--- config.mk ---
export PLATFORM = sky130hd
export DESIGN_NAME = tmcc_core
export DESIGN_NICKNAME = d
export VERILOG_FILES = /design/src/hw/tmcc_pkg.sv /design/src/hw/tmcc_clk_sel.sv /design/src/hw/tmcc_core.sv
export SDC_FILE = /design/constraint.sdc
export NUM_CORES = 1
export LEC_CHECK = 0
export ABC_AREA = 0
export ABC_CLOCK_PERIOD_IN_PS = 7600
export BUFFER_PORTS_ARGS = -buffer_cell sky130_fd_sc_hd__buf_2
export CAP_MARGIN = 0
export CORE_ASPECT_RATIO = 0.8
export CORE_UTILIZATION = 55
export CTS_CLUSTER_DIAMETER = 30
export DETAILED_ROUTE_END_ITERATION = 8
export PLACE_DENSITY = 0.86
export SLEW_MARGIN = 0
export SYNTH_ARGS = -nofsm -noshare
export SYNTH_HDL_FRONTEND = slang
export SYNTH_SLANG_ARGS = --single-unit
export TNS_END_PERCENT = 1
--- constraint.sdc ---
create_clock -name clk -period 7.6 [get_ports clk]
set_input_delay 0.38 -clock clk [delete_from_list [all_inputs] [get_ports clk]]
set_output_delay 0.38 -clock clk [all_outputs]
set_load 0.02 [all_outputs]
--- src/hw/tmcc_pkg.sv ---
// constants shared by the timer module common core
package tmcc_pkg;
   // counter variants
   localparam logic [1:0] TMCC_VAR_COMPACT = 2'h0;
   localparam logic [1:0] TMCC_VAR_STANDARD = 2'h1;
   localparam logic [1:0] TMCC_VAR_ENHANCED = 2'h2;
   localparam logic [15:0] TMCC_MAX_10BIT = 16'h03FF;
   localparam logic [15:0] TMCC_MAX_16BIT = 16'hFFFF;
   // clock_source_select codes
   localparam logic [2:0] TMCC_CK_SYS_DIV4 = 3'h0;
   localparam logic [2:0] TMCC_CK_SYS = 3'h1;
   localparam logic [2:0] TMCC_CK_HIGH_DIV16 = 3'h2;
   localparam logic [2:0] TMCC_CK_HIGH_DIV64 = 3'h3;
   localparam logic [2:0] TMCC_CK_TIMEBASE = 3'h4;
   localparam logic [2:0] TMCC_CK_RESERVED = 3'h5;
   localparam logic [2:0] TMCC_CK_EXT_RISE = 3'h6;
   localparam logic [2:0] TMCC_CK_EXT_FALL = 3'h7;
   // divider terminal counts
   localparam logic [1:0] TMCC_SYS_DIV4_LAST = 2'h3;
   localparam logic [5:0] TMCC_HIGH_DIV16_LAST = 6'h0F;
   localparam logic [5:0] TMCC_HIGH_DIV64_LAST = 6'h3F;
   // operating modes
   localparam logic [1:0] TMCC_MODE_COMPARE = 2'h0;
   localparam logic [1:0] TMCC_MODE_PWM = 2'h2;
   localparam logic [1:0] TMCC_MODE_TIMER = 2'h3;
   // output function codes
   localparam logic [1:0] TMCC_OUT_NONE = 2'h0;
   localparam logic [1:0] TMCC_OUT_LOW = 2'h1;
   localparam logic [1:0] TMCC_OUT_HIGH = 2'h2;
   localparam logic [1:0] TMCC_OUT_TOGGLE = 2'h3;
   localparam logic [1:0] TMCC_PWM_INACTIVE = 2'h0;
   localparam logic [1:0] TMCC_PWM_ACTIVE = 2'h1;
   localparam logic [1:0] TMCC_PWM_WAVE = 2'h2;
   // byte register select
   localparam logic [2:0] TMCC_SEL_COUNT_LO = 3'h0;
   localparam logic [2:0] TMCC_SEL_COUNT_HI = 3'h1;
   localparam logic [2:0] TMCC_SEL_CMPA_LO = 3'h2;
   localparam logic [2:0] TMCC_SEL_CMPA_HI = 3'h3;
   localparam logic [2:0] TMCC_SEL_CMPB_LO = 3'h4;
   localparam logic [2:0] TMCC_SEL_CMPB_HI = 3'h5;
   // reset values
   localparam logic [15:0] TMCC_COUNT_RST = 16'h0000;
   localparam logic [15:0] TMCC_CMP_RST = 16'h0000;
   localparam logic [7:0] TMCC_BYTE_RST = 8'h00;
   // period compare width and position below the counter top
   localparam int TMCC_PERIOD_SHIFT_10 = 7;
   localparam int TMCC_PERIOD_SHIFT_16 = 13;
endpackage

--- src/hw/tmcc_clk_sel.sv ---
// counter tick generation from the selected clock source
`timescale 1ns/1ps
module tmcc_clk_sel
   import tmcc_pkg::*;
(
   input wire logic clk,
   input wire logic rst,
   input wire logic [2:0] clock_source_select,
   input wire logic high_clk_tick,
   input wire logic timebase_tick,
   input wire logic external_timer_input,
   output logic count_tick_r
);
   logic [1:0] sys_div_r;
   logic [5:0] high_div_r;
   logic ext_meta_r;
   logic ext_sync_r;
   logic ext_prev_r;
   logic ext_sel;
   logic tick_nxt;

   // pin only reaches the counter when an external code is chosen
   assign ext_sel = (clock_source_select == TMCC_CK_EXT_RISE) ||
                    (clock_source_select == TMCC_CK_EXT_FALL);

   always_ff @(posedge clk)
   begin
      if (rst)
         sys_div_r <= 2'h0;
      else
         sys_div_r <= sys_div_r + 2'h1;
   end

   always_ff @(posedge clk)
   begin
      if (rst)
         high_div_r <= 6'h00;
      else if (high_clk_tick)
         high_div_r <= high_div_r + 6'h01;
   end

   // two flops then an edge detector keep all counting on clk
   always_ff @(posedge clk)
   begin
      if (rst)
      begin
         ext_meta_r <= 1'b0;
         ext_sync_r <= 1'b0;
         ext_prev_r <= 1'b0;
      end
      else
      begin
         ext_meta_r <= external_timer_input & ext_sel;
         ext_sync_r <= ext_meta_r;
         ext_prev_r <= ext_sync_r;
      end
   end

   always_comb
   begin
      tick_nxt = 1'b0;
      unique case (clock_source_select)
         TMCC_CK_SYS_DIV4: tick_nxt = (sys_div_r == TMCC_SYS_DIV4_LAST);
         TMCC_CK_SYS: tick_nxt = 1'b1;
         TMCC_CK_HIGH_DIV16:
            tick_nxt = high_clk_tick && (high_div_r[3:0] == TMCC_HIGH_DIV16_LAST[3:0]);
         TMCC_CK_HIGH_DIV64:
            tick_nxt = high_clk_tick && (high_div_r == TMCC_HIGH_DIV64_LAST);
         TMCC_CK_TIMEBASE: tick_nxt = timebase_tick;
         TMCC_CK_RESERVED: tick_nxt = 1'b0;
         TMCC_CK_EXT_RISE: tick_nxt = ext_sync_r & ~ext_prev_r;
         TMCC_CK_EXT_FALL: tick_nxt = ~ext_sync_r & ext_prev_r;
      endcase
   end

   always_ff @(posedge clk)
   begin
      if (rst)
         count_tick_r <= 1'b0;
      else
         count_tick_r <= tick_nxt;
   end
endmodule

--- src/hw/tmcc_core.sv ---
// timer module common core: counter, comparators, outputs, byte access
//
// Notes on behaviour
// - counter clock picked by three-bit select among internal ratios and pin.
// - reserved select code 101 gives no counter clock.
// - external input counts on a selectable rising or falling edge.
// - pin feeds counter only while an external select code is set.
// - counter equal to a comparator value raises that comparator's interrupt.
// - a match may clear the counter and change the output pin.
// - compact and standard variants have comparator A and P interrupts.
// - enhanced variant adds comparator B, three interrupts in all.
// - compare output mode drives pin high, low or toggles on match.
// - PWM waveform appears on the timer output pin.
// - two output pins form a complementary pair with per-pin polarity.
// - high bytes accessed directly, low bytes through an eight-bit buffer.
// - low byte compare write only loads the buffer.
// - high byte compare write stores high and moves buffer to low.
// - high byte read returns high and captures live low into buffer.
// - low byte read returns the buffer contents.
// - four timers; compact and enhanced ten-bit, standard sixteen-bit.
// - code 000 is system clock over four, 110 rising, 111 falling pin.
// - run switch off-to-on zeroes counter; on-to-off keeps its value.
`timescale 1ns/1ps
module tmcc_core
   import tmcc_pkg::*;
(
   input wire logic clk,
   input wire logic rst,
   input wire logic [1:0] timer_variant,
   input wire logic [2:0] clock_source_select,
   input wire logic counter_run_switch,
   input wire logic counter_pause,
   input wire logic [2:0] period_compare_value,
   input wire logic [1:0] operating_mode,
   input wire logic [1:0] output_function,
   input wire logic output_initial_level,
   input wire logic [1:0] output_polarity,
   input wire logic clear_on_compare_a,
   input wire logic high_clk_tick,
   input wire logic timebase_tick,
   input wire logic external_timer_input,
   input wire logic [2:0] byte_sel,
   input wire logic byte_rd,
   input wire logic byte_wr,
   input wire logic [7:0] byte_wr_data,
   output logic [7:0] byte_rd_data_r,
   output logic byte_rd_valid_r,
   output logic irq_compare_a_r,
   output logic irq_compare_b_r,
   output logic irq_period_r,
   output logic [1:0] timer_output_pin_r,
   output logic timer_output_enable_r
);
   logic count_tick_r;
   logic [15:0] count_r;
   logic [15:0] cmp_a_r;
   logic [15:0] cmp_b_r;
   logic [7:0] low_buf_r;
   logic run_prev_r;
   logic fresh_r;
   logic out_level_r;
   logic run_rise;
   logic [15:0] max_val;
   logic [15:0] period_val;
   logic match_a;
   logic match_b;
   logic match_p;
   logic eq_a;
   logic eq_p;
   logic do_clear;
   logic pwm_level;

   // width of the counter for this variant
   function automatic logic [15:0] tmcc_max(input logic [1:0] variant);
      tmcc_max = (variant == TMCC_VAR_STANDARD) ? TMCC_MAX_16BIT : TMCC_MAX_10BIT;
   endfunction

   // high byte of a register, with bits above the variant's counter width cleared
   function automatic logic [7:0] tmcc_hi(input logic [15:0] value, input logic [15:0] mask);
      logic [15:0] masked;
      masked = value & mask;
      tmcc_hi = masked[15:8];
   endfunction

   tmcc_clk_sel u_clk_sel
   (
      .clk(clk),
      .rst(rst),
      .clock_source_select(clock_source_select),
      .high_clk_tick(high_clk_tick),
      .timebase_tick(timebase_tick),
      .external_timer_input(external_timer_input),
      .count_tick_r(count_tick_r)
   );

   assign max_val = tmcc_max(timer_variant);
   assign run_rise = counter_run_switch & ~run_prev_r;

   // period value sets the top three counter bits with the lower bits zero, compared against the whole counter; zero means full range
   always_comb
   begin
      if (period_compare_value == 3'h0)
         period_val = max_val;
      else if (timer_variant == TMCC_VAR_STANDARD)
         period_val = {period_compare_value, 13'h0000};
      else
         period_val = {6'h00, period_compare_value, 7'h00};
   end

   // equality stands until the next tick, which is when the clear lands
   assign eq_a = (count_r == (cmp_a_r & max_val));
   assign eq_p = (count_r == period_val);
   // fresh_r marks a newly reached value so a stalled counter fires once
   assign match_a = fresh_r && eq_a;
   assign match_b = fresh_r && (timer_variant == TMCC_VAR_ENHANCED) &&
                    (count_r == (cmp_b_r & max_val));
   assign match_p = fresh_r && eq_p;
   // slow clocks drop fresh_r before their tick, so clear on the held value
   assign do_clear = clear_on_compare_a ? eq_a : eq_p;

   always_ff @(posedge clk)
   begin
      if (rst)
         run_prev_r <= 1'b0;
      else
         run_prev_r <= counter_run_switch;
   end

   // counter: cleared on run rising edge, holds when off or paused
   always_ff @(posedge clk)
   begin
      if (rst)
      begin
         count_r <= TMCC_COUNT_RST;
         fresh_r <= 1'b0;
      end
      else if (run_rise)
      begin
         count_r <= TMCC_COUNT_RST;
         fresh_r <= 1'b1;
      end
      else if (counter_run_switch && !counter_pause && count_tick_r)
      begin
         if (do_clear || count_r == max_val)
            count_r <= TMCC_COUNT_RST;
         else
            count_r <= count_r + 16'h0001;
         fresh_r <= 1'b1;
      end
      else
         fresh_r <= 1'b0;
   end

   // interrupt requests are single-cycle pulses
   always_ff @(posedge clk)
   begin
      if (rst)
      begin
         irq_compare_a_r <= 1'b0;
         irq_compare_b_r <= 1'b0;
         irq_period_r <= 1'b0;
      end
      else
      begin
         irq_compare_a_r <= match_a;
         irq_compare_b_r <= match_b;
         irq_period_r <= match_p;
      end
   end

   // pwm: active while counter is below comparator A within the period
   always_comb
   begin
      pwm_level = 1'b0;
      unique case (output_function)
         TMCC_PWM_INACTIVE: pwm_level = 1'b0;
         TMCC_PWM_ACTIVE: pwm_level = 1'b1;
         TMCC_PWM_WAVE: pwm_level = (count_r < (cmp_a_r & max_val));
         default: pwm_level = 1'b0;
      endcase
   end

   // output level before polarity
   always_ff @(posedge clk)
   begin
      if (rst)
         out_level_r <= 1'b0;
      else if (operating_mode == TMCC_MODE_PWM)
         out_level_r <= pwm_level;
      else if (operating_mode == TMCC_MODE_COMPARE)
      begin
         if (run_rise)
            out_level_r <= output_initial_level;
         else if (match_a)
         begin
            unique case (output_function)
               TMCC_OUT_NONE: out_level_r <= out_level_r;
               TMCC_OUT_LOW: out_level_r <= 1'b0;
               TMCC_OUT_HIGH: out_level_r <= 1'b1;
               TMCC_OUT_TOGGLE: out_level_r <= ~out_level_r;
            endcase
         end
      end
   end

   // complementary pair; one cycle behind the level, enable tracks mode
   always_ff @(posedge clk)
   begin
      if (rst)
      begin
         timer_output_pin_r <= 2'h0;
         timer_output_enable_r <= 1'b0;
      end
      else
      begin
         timer_output_pin_r[0] <= out_level_r ^ output_polarity[0];
         timer_output_pin_r[1] <= ~out_level_r ^ output_polarity[1];
         timer_output_enable_r <= (operating_mode == TMCC_MODE_COMPARE) ||
                                  (operating_mode == TMCC_MODE_PWM);
      end
   end

   // compare registers; low byte only lands when the high byte is written
   always_ff @(posedge clk)
   begin
      if (rst)
      begin
         cmp_a_r <= TMCC_CMP_RST;
         cmp_b_r <= TMCC_CMP_RST;
      end
      else if (byte_wr)
      begin
         if (byte_sel == TMCC_SEL_CMPA_HI)
            cmp_a_r <= {byte_wr_data, low_buf_r} & max_val;
         else if (byte_sel == TMCC_SEL_CMPB_HI)
            cmp_b_r <= {byte_wr_data, low_buf_r} & max_val;
      end
   end

   // shared low-byte buffer
   always_ff @(posedge clk)
   begin
      if (rst)
         low_buf_r <= TMCC_BYTE_RST;
      else if (byte_wr && (byte_sel == TMCC_SEL_CMPA_LO || byte_sel == TMCC_SEL_CMPB_LO))
         low_buf_r <= byte_wr_data;
      else if (byte_rd)
      begin
         unique case (byte_sel)
            TMCC_SEL_COUNT_HI: low_buf_r <= count_r[7:0];
            TMCC_SEL_CMPA_HI: low_buf_r <= cmp_a_r[7:0];
            TMCC_SEL_CMPB_HI: low_buf_r <= cmp_b_r[7:0];
            default: low_buf_r <= low_buf_r;
         endcase
      end
   end

   // read data: high bytes live, low bytes from the buffer
   always_ff @(posedge clk)
   begin
      if (rst)
      begin
         byte_rd_data_r <= TMCC_BYTE_RST;
         byte_rd_valid_r <= 1'b0;
      end
      else
      begin
         byte_rd_valid_r <= byte_rd;
         if (byte_rd)
         begin
            unique case (byte_sel)
               TMCC_SEL_COUNT_HI: byte_rd_data_r <= tmcc_hi(count_r, max_val);
               TMCC_SEL_CMPA_HI: byte_rd_data_r <= tmcc_hi(cmp_a_r, max_val);
               TMCC_SEL_CMPB_HI: byte_rd_data_r <= tmcc_hi(cmp_b_r, max_val);
               TMCC_SEL_COUNT_LO,
               TMCC_SEL_CMPA_LO,
               TMCC_SEL_CMPB_LO: byte_rd_data_r <= low_buf_r;
               default: byte_rd_data_r <= TMCC_BYTE_RST;
            endcase
         end
      end
   end
endmodule

* Word-level counts from Yosys, hierarchy flattened
Cells that the tools add are included.
Widths: inputs -> output; s select.
** Cells by class
- Add/sub/neg operators :: 3
- Order comparisons :: 1
- Equal/unequal tests :: 26
- Muxes and demuxes :: 18
- Bitwise operators :: 15
- Reduce and logical (&&, ||, !) cells :: 29
** Operators with widths (number)
- $and 16x16->16 :: 4
- $eq 16x16->1 :: 4
- $mux 16 :: 4
- $pmux 8 s4 :: 1
- $pmux 8 s3 :: 1
- $eq 3x3->1 const B :: 6
- $add 16x1->16 const B :: 1
- $lt 16x16->1 :: 1
- $mux 8 :: 2
- $eq 3x2->1 const B :: 4
- $eq 2x2->1 const B :: 5
- $logic_and 1x1->1 :: 9
- $logic_not 3->1 :: 3
- $pmux 1 s8 :: 1
- $mux 1 :: 7
- $add 6x1->6 const B :: 1
- $eq 3x1->1 const B :: 2
- $eq 6x6->1 const B :: 1
- $reduce_and 3->1 :: 2
- $not 1->1 :: 5
- $and 1x1->1 :: 4
- $eq 2x1->1 const B :: 2
- $eq 4x4->1 const B :: 1
- $logic_not 2->1 :: 2
- 13 further kinds :: 19
** Storage, ports and cells
- Flip-flop bits (word level) :: 86
- Input port bits :: 36
- Output and inout bits :: 15

* Depth between registers and ports, before layout
- Word-level depth :: 9
- Mapped depth :: 13
- Depth with buffers taken out :: 11

* Cells and area by module
Synthesis repeated with hierarchy kept, for this count alone.
** Unflattened totals
- Cell total of the unflattened synthesis :: 607
- Area, all modules :: 4939.7 um2
** Modules (own cells, without submodules)
- tmcc_core :: instances 1, cells an instance 562, area an instance 4463.0 um2, seq. area each 1481.4 um2
- tmcc_clk_sel :: instances 1, cells an instance 45, area an instance 476.7 um2, seq. area each 240.2 um2

* Worst setup path before layout
OpenSTA, ideal clock, no wires.
- Path type :: input -> register
- From :: in timer_variant[1]
- To :: reg count_r[10]
- Library setup time :: 0.121 ns
- Arrival time :: 2.597 ns
- Required time :: 7.479 ns
- Slack :: 4.882 ns
- Stages on the path :: 13
- Buffers on the path :: 3
- Path through :: nand2b_1 inv_1 clkbuf_1 buf_1 nand2_1 ha_1 nand4_1 nor4_1 nand2_1 o311a_1 buf_6 o21ai_4 nor2_1
** Between the ends
- Longest elaborated chain between the ends :: 7
** Ends and longest elaborated chain
- from (decl) :: line tmcc_core.sv:29 : input wire logic [1:0] timer_variant,
- $eq 2x1->1 (*) :: line tmcc_core.sv:75, tmcc_core.sv:104
- $mux 16 (on tied branches) :: line tmcc_core.sv:104, tmcc_core.sv:75
- $mux 16 or $and 16x16->16 (tied branches) :: line tmcc_core.sv:102, tmcc_core.sv:111
- $eq 16x16->1 (on tied branches) :: line tmcc_core.sv:112, tmcc_core.sv:111
- $mux 1 :: line tmcc_core.sv:119 : assign do_clear = clear_on_compare_a ? eq_a : eq_p;
- $logic_or 1x1->1 (*) :: line tmcc_core.sv:144 : if (do_clear || count_r == max_val)
- $mux 16 (*) :: line tmcc_core.sv:144
- to (signal assigned) :: line tmcc_core.sv:147 : count_r <= count_r + 16'h0001;
- to (decl) :: line tmcc_core.sv:55 : logic [15:0] count_r;
Every way passes the cells marked *; elsewhere a longest branch is shown, timed or not.
A chain may end at the register's enable or synchronous reset.

* Worst setup path in the final report
- From :: in timer_variant[1]
- To :: reg count_r[2]
The elaborated chain is that of the path after synthesis.

==> key figures <==
Synthesis
  – Mean Syn Cell Area: 7.85 um^2
  – FFs w/ async S/R, synth: 0%
  – EDFF count, synth: 0
  – Seq cells post-synth: 86
  – Unique masters post-synth: 53
  – Most used DFF post-synth: dfxtp_1
  – Dominant cells by area after synthesis: dfxtp_1 36%, nand2_1 7.6%, ha_1 7.5%
  – Post-Syn Nets: 682
  – Sequential share of the synthesized area: 35.5%
  – Post-Syn Area: 0.00485 mm^2
  – Cells after Synth: 617
  – Yosys top cell by area: dfxtp_1
  – Post-synth top area share: 35.5%
  – YS warnings: 0

Layout
  – P&R area growth vs syn: 7.85%
  – Nets@finish: 698
  – Layout cells sized above 1: 11.1%
  – Antenna cells: 0

Routing
  – Antenna viol nets, final: 0
  – Vias per cell: 6.14
  – Final WL: 12.4 mm
  – 1st-pass router iterations: 5
  – Iter 0 DRT Violations: 514
  – Number of remaining DRC errors: 0
  – Wirelength per Cell: 16.6 um
  – DR vias: 4604

CTS
  – Post-cts resize count: 0
  – CTS tree: done
  – Setup Fix Bufs, Post-CTS: 0
  – H-Tree Depth: 3
  – Root Buffer: clkbuf_8
  – Clock sink count: 86
  – Clock slew at reported path FFs: 90 ps
  – Clk_lat worst skew: 370 ps
  – Clk buf depth: 2
  – Number of hold buffers added after CTS: 0
  – CTS Buf Count: 9

Min path
  – Hold_sp: operating_mode[0]
  – Hold path depth: 2
  – Worst Hold Class: in2reg

Timing
  – Final hold slack: 207 ps
  – Final Max Tran Viols: 0
  – Actual slew at the worst max-slew pin: 938 ps
  – Max frequency: 321 MHz
  – Fin crit share: 41.0%
  – Min cycle time layout: 3120 ps
  – Total negative slack: 0 ps
  – Setup violators final: 0
  – Final hold vios: 0
  – Unrepaired setup endpoints after global routing: false
  – Max-Slew Margin vs Limit: 37.4%
  – Clock Skew: 6.30 ps

Placement
  – Half-perimeter wire length after placement: 9.11 mm
  – Buffers on Ports: 50
  – RD Place Congestion: 0.921

GRT
  – Global-route usage over all layers: 28.9%
  – Antenna violations before repair: 0
  – Largest net degree at the start of global routing: 69
  – Vias in the first global route: 4403
  – Total congestion overflow: 0
  – First-pass GRT wire length: 20.8 mm

Worst setup path
  – Worst Path Buf+Inv: 2
  – Worst path top cell family by delay: simple AND/OR/NAND/NOR gates
  – Max incr delay on CP: 820 ps
  – CP Capture Type: flop
  – Worst-path cell chain: buf_2 -> nand2b_1 -> inv_1 -> nand2_1 -> ha_1 -> nand4_1 -> nor4_1 -> nand2_1 -> o311a_1 -> nand3_1 -> o311ai_1
  – Max stage delay cell, worst path: inv_1
  – Startpoint Class: input pin
  – Worst EP arrival: 3400 ps
  – Critical path depth: 11
  – Crit Path Category: in2reg
  – Critical path launch point: timer_variant[1]
  – RR Startpoint: count_r[1]$_SDFFE_PP0P_
  – Crit-path max FO: 34
  – CP Data Required Time: 7880 ps
  – Cell count of the worst reg-to-reg path: 7
  – Crit path top cell by count: nand2_1

Power and ir drop
  – Max IR drop VDD: 0.0901 mV
  – Leak: 0.00202 uW
  – PD cells: 165 mW/mm^2
  – Total power: 865 uW

Floorplanning
  – Initial Util: 56.9%
  – # rows: 30
  – Die height: 86.0 um
  – Die width: 107 um
  – IO Pins: 51
  – Die area: 0.00919 mm^2
  – Core Box Area: 0.00852 mm^2

Run status
  – Outcome: completed

Run
  – # Max-Cap Violations: 0
## metal layers
metal | share of wire [%] | GRT usage [%] | vias to the layer above
li1 | - | - | 2223
met4 | 1.9 | 10.3 | 0
met5 | 0 | 0 | -
met1 | 42 | 36.3 | 2144
met2 | 47 | 48.3 | 209
met3 | 9.4 | 7.07 | 28
## cells in the mapped netlist, types with 7 or more instances
cell / instances
ha_1: 29
nand2_1: 98
a22oi_1: 12
nor3_1: 13
xor2_1: 20
dfxtp_1: 86
nand3_1: 30
a311oi_1: 7
a21oi_1: 60
nor4_1: 7
clkbuf_1: 34
o21ai_0: 10
and3_1: 8
nor2b_1: 9
nor2_1: 49
xnor2_1: 9
inv_1: 25
nand4_1: 14
a31oi_1: 8
o2111ai_1: 7
## cells in the final DEF (no fill, tap or decap), types with 3 or more instances in the layout
cell type / instances
nand3_1: 30
nor3_1: 13
nor2_1: 49
mux2i_1: 4
a311oi_1: 7
nand3b_1: 4
nand2_1: 98
o211ai_1: 3
clkbuf_8: 9
o32ai_1: 3
nor4_1: 7
nand4_1: 14
a22oi_1: 12
and3_1: 8
nand2b_1: 6
a21o_1: 5
a21oi_1: 60
inv_1: 25
o2111ai_1: 7
a22o_1: 6
ha_1: 29
and2_1: 3
dfxtp_1: 86
xor2_1: 20
o21ai_0: 10
xnor2_1: 9
buf_2: 50
a31oi_1: 8
nor2b_1: 9
a221oi_1: 6
## worst register-to-register path, stage by stage, from the launching register on
cell and delay [ps]:
dfxtp_1 510, and3_1 210, nand3_1 180, o41ai_4 440, o2111ai_1 190, o311a_1 470, o21ai_4 290, nor2_1 90
## through the flow
stage / cell area (um^2) / setup slack [ps] / cells / utilization, %
6_report: 5230 / 4480 / 750 / 61.3
5_1_grt: 5230 / 4210 / 750 / 61.3
4_1_cts: 5230 / 4530 / 750 / 61.3
3_5_place_dp: 5050 / 4140 / 734 / 59.3
3_3_place_gp: 5050 / 4320 / 734 / 59.3
2_1_floorplan: 4850 / 4880 / 617 / -
## logic make-up after synthesis
kind of cell    Yosys count  share of synthesized area [%]
flops                    86                           35.5
fa+ha+maj                29                           7.49
simple gates            257                           25.3
buf+inv                  72                           6.04
xor+xnor                 29                           5.24
mux                       4                          0.826
compound gates          140                           19.5
## power breakdown
| group | switching, uW | leakage (uW) | internal (uW) |
|---|---|---|---|
| registers | 8.58 | 0.000698 | 462 |
| clock network | 178 | 0.0000833 | 121 |
| logic | 62.4 | 0.00124 | 33.1 |
| total | 249 | 0.00202 | 616 |
## registers in the layout, indices dropped and copies added, names as in the netlist
name,flops
u_clk_sel.ext_prev_r,1
byte_rd_data_r,8
irq_compare_b_r,1
u_clk_sel.ext_meta_r,1
u_clk_sel.ext_sync_r,1
u_clk_sel.sys_div_r,2
u_clk_sel.count_tick_r,1
run_prev_r,1
count_r,16
cmp_a_r,16
irq_compare_a_r,1
byte_rd_valid_r,1
fresh_r,1
out_level_r,1
timer_output_enable_r,1
timer_output_pin_r,2
low_buf_r,8
u_clk_sel.high_div_r,6
irq_period_r,1
cmp_b_r,16
## final cells by class
cell class,count,area (um^2)
repair buffers,52,265
flip-flops and latches,86,1720
clock buffers,10,128
clock inverters,6,46.3
inverters,25,93.8
fillers,720,3290
multi-input cells,459,2830
well taps,112,140
## path summary, 6_finish.rpt
kind,endpoint,slack (ps)
hold reg to reg,u_clk_sel.sys_div_r[0]$_SDFF_PP0_,420
hold / removal,timer_output_enable_r$_SDFF_PP0_,210
setup reg to reg,count_r[11]$_SDFFE_PP0P_,5100
setup / recovery,count_r[2]$_SDFFE_PP0P_,4480
Note: power is estimated with default switching activity, not from simulation.
